<file path="config.mk">
export PLATFORM = sky130hd
export DESIGN_NAME = omh_overlay
export DESIGN_NICKNAME = d
export VERILOG_FILES = /design/src/rtl/omh_pkg.sv /design/src/rtl/omh_overlay.sv
export SDC_FILE = /design/constraint.sdc
export NUM_CORES = 1
export LEC_CHECK = 0
export BUFFER_PORTS_ARGS = -buffer_cell sky130_fd_sc_hd__buf_2
export CAP_MARGIN = 20
export CORE_AREA = 2 2 102 104
export DETAILED_ROUTE_END_ITERATION = 7
export DIE_AREA = 0 0 104 106
export PLACE_DENSITY = 0.71
export SYNTH_ARGS = -nofsm -noshare
export SYNTH_HDL_FRONTEND = slang
export SYNTH_SLANG_ARGS = --single-unit
</file>
<file path="constraint.sdc">
create_clock -name hclk -period 4.9 [get_ports hclk]
set_input_delay 0.245 -clock hclk [delete_from_list [all_inputs] [get_ports hclk]]
set_output_delay 0.245 -clock hclk [all_outputs]
set_load 0.02 [all_outputs]
</file>
<file path="src/rtl/omh_pkg.sv">
// Constants for the mesh and halftone overlay block.
// Assumes a 32-bit AHB-Lite register bus and a dot rate at half the bus clock.
package omh_pkg;

	////////////////////////////////////////////////////////////////////////////////
	// Register indexes; byte address is four times the index
	localparam logic [5:0] IDX_COL_START  = 6'h04;
	localparam logic [5:0] IDX_COL_END    = 6'h05;
	localparam logic [5:0] IDX_ROW_EN     = 6'h06;
	localparam logic [5:0] IDX_MESH_CTL   = 6'h07;
	localparam logic [5:0] IDX_SC_POS     = 6'h08;
	localparam logic [5:0] IDX_STATUS     = 6'h09;

	////////////////////////////////////////////////////////////////////////////////
	// Field positions
	localparam int BLANK_DLY_LSB  = 4;
	localparam int HT_FG_BIT      = 3;
	localparam int ROW_MESH_BIT   = 0;
	localparam int HT_DLY_LO_BIT  = 7;
	localparam int MESH_BLUE_BIT  = 6;
	localparam int MESH_GREEN_BIT = 5;
	localparam int MESH_RED_BIT   = 4;
	localparam int HT_PIN_BIT     = 3;
	localparam int FIELD_POL_BIT  = 2;
	localparam int SW_MESH_BIT    = 1;
	localparam int MESH_EN_BIT    = 0;
	localparam int IRQ_OPT_BIT    = 6;
	localparam int ST_HS_PEND_BIT = 0;
	localparam int ST_VS_PEND_BIT = 1;

	////////////////////////////////////////////////////////////////////////////////
	// Reset and read-back values
	localparam logic [7:0] ROW_EN_RESET   = 8'h00;
	localparam logic [7:0] MESH_CTL_RESET = 8'h00;
	localparam logic [4:0] COLUMN_RESET   = 5'h00;
	localparam logic [6:0] SC_RESET       = 7'h00;
	localparam logic [2:0] COL_RSV_READ   = 3'h7;
	localparam logic       SC_RSV_READ    = 1'h1;

	////////////////////////////////////////////////////////////////////////////////
	// Second colour screen offset in half columns
	localparam logic [6:0] SC_OFFSET      = 7'h03;

	////////////////////////////////////////////////////////////////////////////////
	// Delay codes: largest step counts in half dot periods
	localparam int BLANK_STEPS_MAX = 15;
	localparam int HT_STEPS_MAX    = 7;

endpackage : omh_pkg

</file>
<file path="src/rtl/omh_overlay.sv">
// Mesh, halftone and second colour position logic of an OSD generator.
// Assumes OSD pixel inputs on hclk, one hclk per half dot period, sync pins asynchronous.
//
// Local design decision: register access over AHB-Lite.
`timescale 1ns/1ps
`default_nettype none

module omh_overlay #(
	parameter int ADDR_W    = 8,
	parameter int HALF_DOTS = 1
) (
	// Clock and reset
	input  wire logic              hclk,
	input  wire logic              hresetn,
	// AHB-Lite slave
	input  wire logic              hsel,
	input  wire logic [ADDR_W-1:0] haddr,
	input  wire logic [1:0]        htrans,
	input  wire logic              hwrite,
	input  wire logic [2:0]        hsize,
	input  wire logic [31:0]       hwdata,
	input  wire logic              hready,
	output logic                   hreadyout,
	output logic [31:0]            hrdata,
	output logic                   hresp,
	// Sync pins
	input  wire logic              hsync_pin,
	input  wire logic              vsync_pin,
	// OSD pixel stream
	input  wire logic              interlaced,
	input  wire logic              row_start,
	input  wire logic [4:0]        char_col,
	input  wire logic              right_half,
	input  wire logic              pix_odd,
	input  wire logic              osd_on,
	input  wire logic              osd_fg,
	input  wire logic [2:0]        osd_rgb,
	input  wire logic              osd_blank,
	input  wire logic [1:0]        row_space_ht_dly,
	// Sync interrupt requests
	input  wire logic              hs_irq_req,
	input  wire logic              vs_irq_req,
	input  wire logic              hs_in_service,
	input  wire logic              vs_in_service,
	output logic                   hs_irq_pend,
	output logic                   vs_irq_pend,
	// Shared port pin
	input  wire logic              port_out,
	input  wire logic              port_oe,
	output logic                   halftone_output_pin_o,
	output logic                   halftone_output_pin_oe,
	// Video mixing outputs
	output logic [2:0]             rgb_out,
	output logic                   blank_out,
	output logic                   second_color_sel
);

	localparam int BLEN = omh_pkg::BLANK_STEPS_MAX * HALF_DOTS;
	localparam int HLEN = omh_pkg::HT_STEPS_MAX * HALF_DOTS;

	typedef struct packed {
		logic [4:0]      col_start;
		logic [4:0]      col_end;
		logic [7:0]      row_en;
		logic [7:0]      mesh_ctl;
		logic [6:0]      sc_pos;
		logic            hs_s1;
		logic            hs_s2;
		logic            vs_s1;
		logic            vs_s2;
		logic            vs_prev;
		logic            field_hw;
		logic            row_mesh;
		logic            field_used;
		logic            hs_pend;
		logic            vs_pend;
		logic            ap_valid;
		logic            ap_write;
		logic [5:0]      ap_idx;
		logic [31:0]     rdata;
		logic            ready;
		logic            resp;
		logic [BLEN-1:0] blank_pipe;
		logic [HLEN-1:0] ht_pipe;
		logic [2:0]      rgb;
		logic            blank;
		logic            pin;
		logic            pin_oe;
		logic            sc_sel;
	} omh_state_type;

	omh_state_type s_reg;
	omh_state_type s_next;

	logic       in_window;
	logic       show_phase;
	logic       ht_mode;
	logic       ht_active;
	logic       blank_pre;
	logic       ht_pre;
	logic [2:0] rgb_pre;
	logic [2:0] mesh_rgb;
	logic [2:0] ht_code;
	logic [6:0] sc_index;
	logic       vs_rise;
	logic       ap_take;
	logic [5:0] take_idx;

	////////////////////////////////////////////////////////////////////////////////
	// Register read mux
	function automatic logic [31:0] read_mux(input omh_state_type s, input logic [5:0] idx);
		logic [7:0] v;
		v = 8'h00;
		case (idx)
			omh_pkg::IDX_COL_START: v = {omh_pkg::COL_RSV_READ, s.col_start};
			omh_pkg::IDX_COL_END:   v = {omh_pkg::COL_RSV_READ, s.col_end};
			omh_pkg::IDX_ROW_EN:    v = s.row_en;
			omh_pkg::IDX_MESH_CTL:  v = s.mesh_ctl;
			omh_pkg::IDX_SC_POS:    v = {omh_pkg::SC_RSV_READ, s.sc_pos};
			omh_pkg::IDX_STATUS:    v = {4'h0, s.row_mesh, s.field_hw, s.vs_pend, s.hs_pend};
			default:                v = 8'h00;
		endcase
		return {24'h000000, v};
	endfunction : read_mux

	////////////////////////////////////////////////////////////////////////////////
	// Pixel path
	always_comb begin
		ht_mode  = s_reg.mesh_ctl[omh_pkg::HT_PIN_BIT];
		mesh_rgb = {s_reg.mesh_ctl[omh_pkg::MESH_RED_BIT],
			s_reg.mesh_ctl[omh_pkg::MESH_GREEN_BIT],
			s_reg.mesh_ctl[omh_pkg::MESH_BLUE_BIT]};
		in_window = s_reg.row_mesh && s_reg.mesh_ctl[omh_pkg::MESH_EN_BIT] && interlaced && osd_on
			&& (char_col >= s_reg.col_start)
			&& (char_col < s_reg.col_end);
		show_phase = (pix_odd ^ s_reg.field_used) == 1'b0;
		ht_active  = ht_mode && in_window && (s_reg.row_en[omh_pkg::HT_FG_BIT] || !osd_fg);
		ht_pre     = ht_active ^ s_reg.mesh_ctl[omh_pkg::FIELD_POL_BIT];
		rgb_pre    = osd_rgb;
		blank_pre  = osd_blank;
		if (ht_active && !osd_fg) begin
			rgb_pre   = 3'h0;
			blank_pre = 1'b0;
		end else if (!ht_mode && in_window && !osd_fg) begin
			rgb_pre   = show_phase ? mesh_rgb : 3'h0;
			blank_pre = show_phase;
		end
		ht_code  = {row_space_ht_dly, s_reg.mesh_ctl[omh_pkg::HT_DLY_LO_BIT]};
		sc_index = {1'b0, char_col, right_half} + omh_pkg::SC_OFFSET;
	end

	////////////////////////////////////////////////////////////////////////////////
	// Next state
	always_comb begin
		int unsigned b_tap;
		int unsigned h_tap;
		b_tap  = 0;
		h_tap  = 0;
		s_next = s_reg;

		s_next.hs_s1   = hsync_pin;
		s_next.hs_s2   = s_reg.hs_s1;
		s_next.vs_s1   = vsync_pin;
		s_next.vs_s2   = s_reg.vs_s1;
		s_next.vs_prev = s_reg.vs_s2;
		vs_rise        = s_reg.vs_s2 && !s_reg.vs_prev;
		if (vs_rise) begin
			s_next.field_hw = s_reg.hs_s2;
		end

		if (vs_rise) begin
			s_next.row_mesh = 1'b0;
		end else if (row_start) begin
			s_next.row_mesh = s_reg.row_en[omh_pkg::ROW_MESH_BIT];
		end
		if (!s_reg.row_mesh) begin
			s_next.field_used = s_reg.mesh_ctl[omh_pkg::SW_MESH_BIT]
				? s_reg.mesh_ctl[omh_pkg::FIELD_POL_BIT] : s_reg.field_hw;
		end

		// Data phase write, low byte lane
		if (s_reg.ap_valid && s_reg.ap_write) begin
			case (s_reg.ap_idx)
				omh_pkg::IDX_COL_START: s_next.col_start = hwdata[4:0];
				omh_pkg::IDX_COL_END:   s_next.col_end   = hwdata[4:0];
				omh_pkg::IDX_ROW_EN:    s_next.row_en    = hwdata[7:0];
				omh_pkg::IDX_MESH_CTL:  s_next.mesh_ctl  = hwdata[7:0];
				omh_pkg::IDX_SC_POS:    s_next.sc_pos    = hwdata[6:0];
				omh_pkg::IDX_STATUS: begin
					if (hwdata[omh_pkg::ST_HS_PEND_BIT]) begin
						s_next.hs_pend = 1'b0;
					end
					if (hwdata[omh_pkg::ST_VS_PEND_BIT]) begin
						s_next.vs_pend = 1'b0;
					end
				end
				default: begin
				end
			endcase
		end

		// Pending set wins over clear
		if (hs_irq_req && (s_reg.sc_pos[omh_pkg::IRQ_OPT_BIT] || !vs_in_service)) begin
			s_next.hs_pend = 1'b1;
		end
		if (vs_irq_req && (s_reg.sc_pos[omh_pkg::IRQ_OPT_BIT] || !hs_in_service)) begin
			s_next.vs_pend = 1'b1;
		end

		// Address phase
		ap_take         = hsel && htrans[1] && hready;
		take_idx        = haddr[7:2];
		s_next.ap_valid = ap_take;
		s_next.ap_write = ap_take && hwrite;
		s_next.ap_idx   = take_idx;
		s_next.ready    = 1'b1;
		s_next.resp     = 1'b0;
		if (ap_take && !hwrite) begin
			s_next.rdata = read_mux(s_next, take_idx);
		end

		// Half dot delay lines
		s_next.blank_pipe = {s_reg.blank_pipe[BLEN-2:0], blank_pre};
		s_next.ht_pipe    = {s_reg.ht_pipe[HLEN-2:0], ht_pre};
		b_tap = int'(s_reg.row_en[7:omh_pkg::BLANK_DLY_LSB]) * HALF_DOTS;
		h_tap = int'(ht_code) * HALF_DOTS;
		s_next.blank = (b_tap == 0) ? blank_pre : s_reg.blank_pipe[b_tap-1];
		s_next.rgb   = rgb_pre;
		s_next.sc_sel = osd_on && (sc_index >= s_reg.sc_pos[5:0]);
		if (ht_mode) begin
			s_next.pin    = (h_tap == 0) ? ht_pre : s_reg.ht_pipe[h_tap-1];
			s_next.pin_oe = 1'b1;
		end else begin
			s_next.pin    = port_out;
			s_next.pin_oe = port_oe;
		end
	end

	////////////////////////////////////////////////////////////////////////////////
	// State register
	always_ff @(posedge hclk or negedge hresetn) begin
		if (!hresetn) begin
			s_reg           <= '0;
			s_reg.col_start <= omh_pkg::COLUMN_RESET;
			s_reg.col_end   <= omh_pkg::COLUMN_RESET;
			s_reg.row_en    <= omh_pkg::ROW_EN_RESET;
			s_reg.mesh_ctl  <= omh_pkg::MESH_CTL_RESET;
			s_reg.sc_pos    <= omh_pkg::SC_RESET;
		end else begin
			s_reg <= s_next;
		end
	end

	assign hreadyout              = s_reg.ready;
	assign hrdata                 = s_reg.rdata;
	assign hresp                  = s_reg.resp;
	assign hs_irq_pend            = s_reg.hs_pend;
	assign vs_irq_pend            = s_reg.vs_pend;
	assign halftone_output_pin_o  = s_reg.pin;
	assign halftone_output_pin_oe = s_reg.pin_oe;
	assign rgb_out                = s_reg.rgb;
	assign blank_out              = s_reg.blank;
	assign second_color_sel       = s_reg.sc_sel;
endmodule : omh_overlay

`default_nettype wire

</file>
### After elaboration in Yosys (flattened, before gate mapping)

Cells that the tools add are included.

| storage, ports and cells | value |
|---|---|
| register bits | 89 |
| word-level logic and storage cells | 109 |
| output and inout bits | 43 |
| bits of input ports | 75 |

| operators by class | value |
|---|---|
| bitwise operators | 3 |
| equality and inequality tests | 12 |
| muxes and demuxes | 29 |
| reductions and logical operators | 30 |
| $add $sub $neg | 3 |
| $lt $le $gt $ge | 5 |

Operators with widths:

| kind | number |
|---|---|
| logical NOT 32 bit | 2 |
| == test 6 x 3 -> 1 bit (second input constant) | 8 |
| one-hot mux 8 bit (6 select lines) | 1 |
| 2-to-1 mux 33 bit | 1 |
| < comparator 32 x 4 -> 1 bit (second input constant) | 1 |
| < comparator 32 x 5 -> 1 bit (second input constant) | 1 |
| == test 6 x 4 -> 1 bit (second input constant) | 4 |
| logical AND 1 bit | 19 |
| 2-to-1 mux 8 bit | 2 |
| 2-to-1 mux 1 bit | 14 |
| 2-to-1 mux 5 bit | 2 |
| 2-to-1 mux 3 bit | 3 |
| adder 6 x 2 -> 7 bit (second input constant) | 1 |
| greater-or-equal comparator 7 x 6 -> 1 bit | 1 |
| 2-to-1 mux 7 bit | 1 |
| logical NOT 1 bit | 6 |
| 2-to-1 mux 2 bit | 3 |
| greater-or-equal comparator 5 bit | 1 |
| < comparator 5 bit | 1 |
| subtractor 4 x 1 -> 5 bit (second input constant) | 1 |
| binary-select mux 1 bit (select 4 bit) | 1 |
| subtractor 3 x 1 -> 4 bit (second input constant) | 1 |
| binary-select mux 1 bit (select 3 bit) | 1 |
| logical OR 1 bit | 3 |
| 2 further kinds | 3 |

### Longest topological paths before layout

| depth | value |
|---|---|
| word-level depth | 10 |
| mapped depth | 9 |
| mapped depth without buffers | 9 |

### Least setup slack after synthesis

No wires, ideal clock.

| path | value |
|---|---|
| path kind | reg2reg |
| start point | register s_reg[100] (netlist bit) |
| end point | register s_reg (netlist bit blank_out) |
| library setup time | 0.120 ns |
| clock period less this slack | 2.121 ns |
| stages on the path, launching flop included | 8 |
| slack | 2.779 ns |
| data required time | 4.780 ns |
| arrival | 2.001 ns |
| buffers on the path | 1 |
| path through | dfrtp_1 > buf_6 > inv_1 > ha_1 > mux4_1 > mux4_2 > or3_1 > o211a_1 |

RTL lines:

| what | RTL line | RTL |
|---|---|---|
| from (decl) | omh_overlay.sv:92 | `omh_state_type s_reg;` |
| from (signal assigned) | omh_overlay.sv:250 | `s_reg <= s_next;` |

==> qor.txt <==
Worst setup EP type -> flop
Postcts setup bufs -> 0
Most frequent cells in the layout -> dfrtp_1 (89), buf_2 (61), mux2_2 (36), inv_1 (28), conb_1 (26)
Status -> completed
Total chip power -> 1.42 mW
Cell count after synthesis -> 368
Final wirelength -> 8.77 mm
Hpwl dp -> 6.69 mm
Core Region -> 10000 um^2
DRC Markers -> 0
Ys Warns -> 0
CP Data Arrival Time -> 2.59 ns
CTS root buf -> clkbuf_8
Leak -> 2.35 nW
TritonCTS clock tree -> yes
Worst setup path category -> reg2reg
Setup TNS -> 0 ns
ANT nets after route -> 0
VDD IR max -> 0.151 mV
FF+latch area -> 2230 um^2
R2R cell count -> 6
Maximum clock path buffer count -> 2
Initial core utilization -> 43.8%
First-pass GRT wire length -> 14.5 mm
Unrepaired setup endpoints after global routing -> false
Fin crit share -> 48.4%
Startpoint Class -> flop
Cell area after technology mapping -> 4380 um^2
Max Fclk -> 0.422 GHz
Drt first pass iters -> 4
Final min period -> 2.37 ns
Worst slew pin tran -> 1.07 ns
Max-slew violations -> 0
Synthesis-to-finish area growth -> 11.2%
Gr usage total -> 16.8%
GPL Wtd Cong -> 0.829
Worst Hold Class -> in2reg
Vias/cell -> 5.12
Commonest non-fill, non-tap cell in the layout -> dfrtp_1
ANT cells -> 0
CTS clk-pin slew, worst paths -> 0.08 ns
Layout cells sized above 1 -> 29.4%
Hold Vio Cnt, Final -> 0
Initial antenna violation count -> 0
Rows -> 37
Via count -> 2925
Register area share after synthesis -> 50.9%
Crit path max fanout -> 8
Die width -> 104 um
#FFs+latches synth -> 89
H-tree levels -> 3
Final setup viols -> 0
Fill cell count -> 920
Drt first-iter violations -> 178
Number of global-route vias before repair -> 2897
Die area -> 11000 um^2
Clock skew -> 0.00773 ns
Congestion Overflow GR -> 0
Total CTS buffers -> 9
I/O Pins -> 118
Die H -> 106 um
Async SR Flop Fraction -> 100%
Post-synth top flop -> dfrtp_1
Sink Count -> 89
Multi-input logic area -> 1840 um^2
Synthesized area per cell -> 11.9 um^2
Nets -> 525
Clk_lat worst skew -> 0.35 ns
CP required -> 5.12 ns
Slew margin rel. -> 28.4%
Netlist cell types -> 50
Routed WL per cell -> 15.4 um
Largest net degree at the start of global routing -> 68
I/O Buffers -> 62
Largest register FFs -> 43
Post-synth EDFFs -> 0
Fin cells -> 571
Worst Hold Path Cells -> 1
Cells after DPL -> 552
Max cap viols -> 0
Pwr/cell area -> 291 nW/um^2
[synthesized netlist by cell type, drive strengths merged (2+ instances only)]
cell,n,area [um^2]
dfrtp,89,2230
buf,38,287
mux2,36,405
inv,28,105
ha,20,250
nand2,19,71.3
nor2,12,45.0
o21ai,12,60.1
nand3,10,50.1
a21oi,9,45.0
nand2b,8,50.1
a22oi,7,52.6
nor3,7,50.1
a31oi,6,37.5
a21o,5,37.5
mux4,5,124
a22o,4,35.0
a32o,4,40.0
a32oi,4,35.0
mux2i,4,40.0
or2,4,25.0
nand4,3,25.0
nor2b,3,18.8
xnor2,3,26.3
xor2,3,26.3
and2,2,12.5
and3,2,12.5
and4b,2,20.0
conb,2,7.51
nor4,2,18.8
o2111ai,2,17.5
[power breakdown]
| part | leakage, nW | switching [mW] | total [mW] | internal (mW) |
|---|---|---|---|---|
| Combinational | 1.20 | 0.106 | 0.180 | 0.0746 |
| Sequential | 1.06 | 0.0231 | 0.794 | 0.771 |
| Clock | 0.0956 | 0.248 | 0.443 | 0.195 |
| Total | 2.35 | 0.377 | 1.42 | 1.04 |
[metal layers]
| metal | vias up | GRT usage (%) | share of wire (%) |
|---|---|---|---|
| li1 | 1373 | - | - |
| met1 | 1468 | 21.6 | 46 |
| met2 | 78 | 28.0 | 48 |
| met3 | 6 | 3.13 | 4.9 |
| met4 | 0 | 7.05 | 0.91 |
| met5 | - | 0 | 0 |
[cells by family after synthesis]
group	synth area share, %
flops	50.9
simple gates	10.5
buf+inv	9.04
compound gates	9.44
mux	13.0
fa+ha+maj	5.72
xor+xnor	1.20
other cells	0.172
[worst max-delay path: stages, from the launching register on]
cell	delay, ns
dfrtp_1	0.38
and4b_1	0.36
nand4b_2	0.36
mux2_2	0.41
a22o_1	0.21
nor4bb_1	0.39
o21ai_0	0.13
[final timing paths]
| kind | start | end | slack [ns] |
|---|---|---|---|
| setup / recovery | s_reg[66] | hrdata[0] | 2.53 |
| hold / removal | haddr[7] | s_reg[68] | 0.03 |
| setup reg to reg | s_reg[66] | hrdata[0] | 2.53 |
| hold reg to reg | s_next[77] | s_next[76] | 0.36 |
| max in group asynchronous | hresetn | s_reg[102] | 3.47 |
| min in group asynchronous | hresetn | hreadyout | 0.32 |
[repair_timing]
item,CTS,global route
resized for setup,0,0
hold buffers,3,0
hold endpoints to repair,24,0
[cell type report]
type | count | area share [%]
multi-input combinational | 236 | 37.9
clock inverter | 6 | 0.694
clock buffer | 10 | 2.83
tap | 136 | 3.50
sequential | 89 | 45.8
inverter | 28 | 2.16
timing repair buffer | 66 | 7.20
[stage by stage]
stage	setup WS (ns)	hold slack, ns	cell area [um^2]	util [%]
6_report	2.53	0.0285	4870	48.7
5_1_grt	2.43	0.0134	4870	48.7
4_1_cts	2.54	0.0162	4870	48.7
3_5_place_dp	2.54	0.158	4670	46.7
3_3_place_gp	2.60	0.145	4670	46.7
2_1_floorplan	2.78	-0.0506	4470	-
Note: power is estimated with default switching activity, not from simulation.
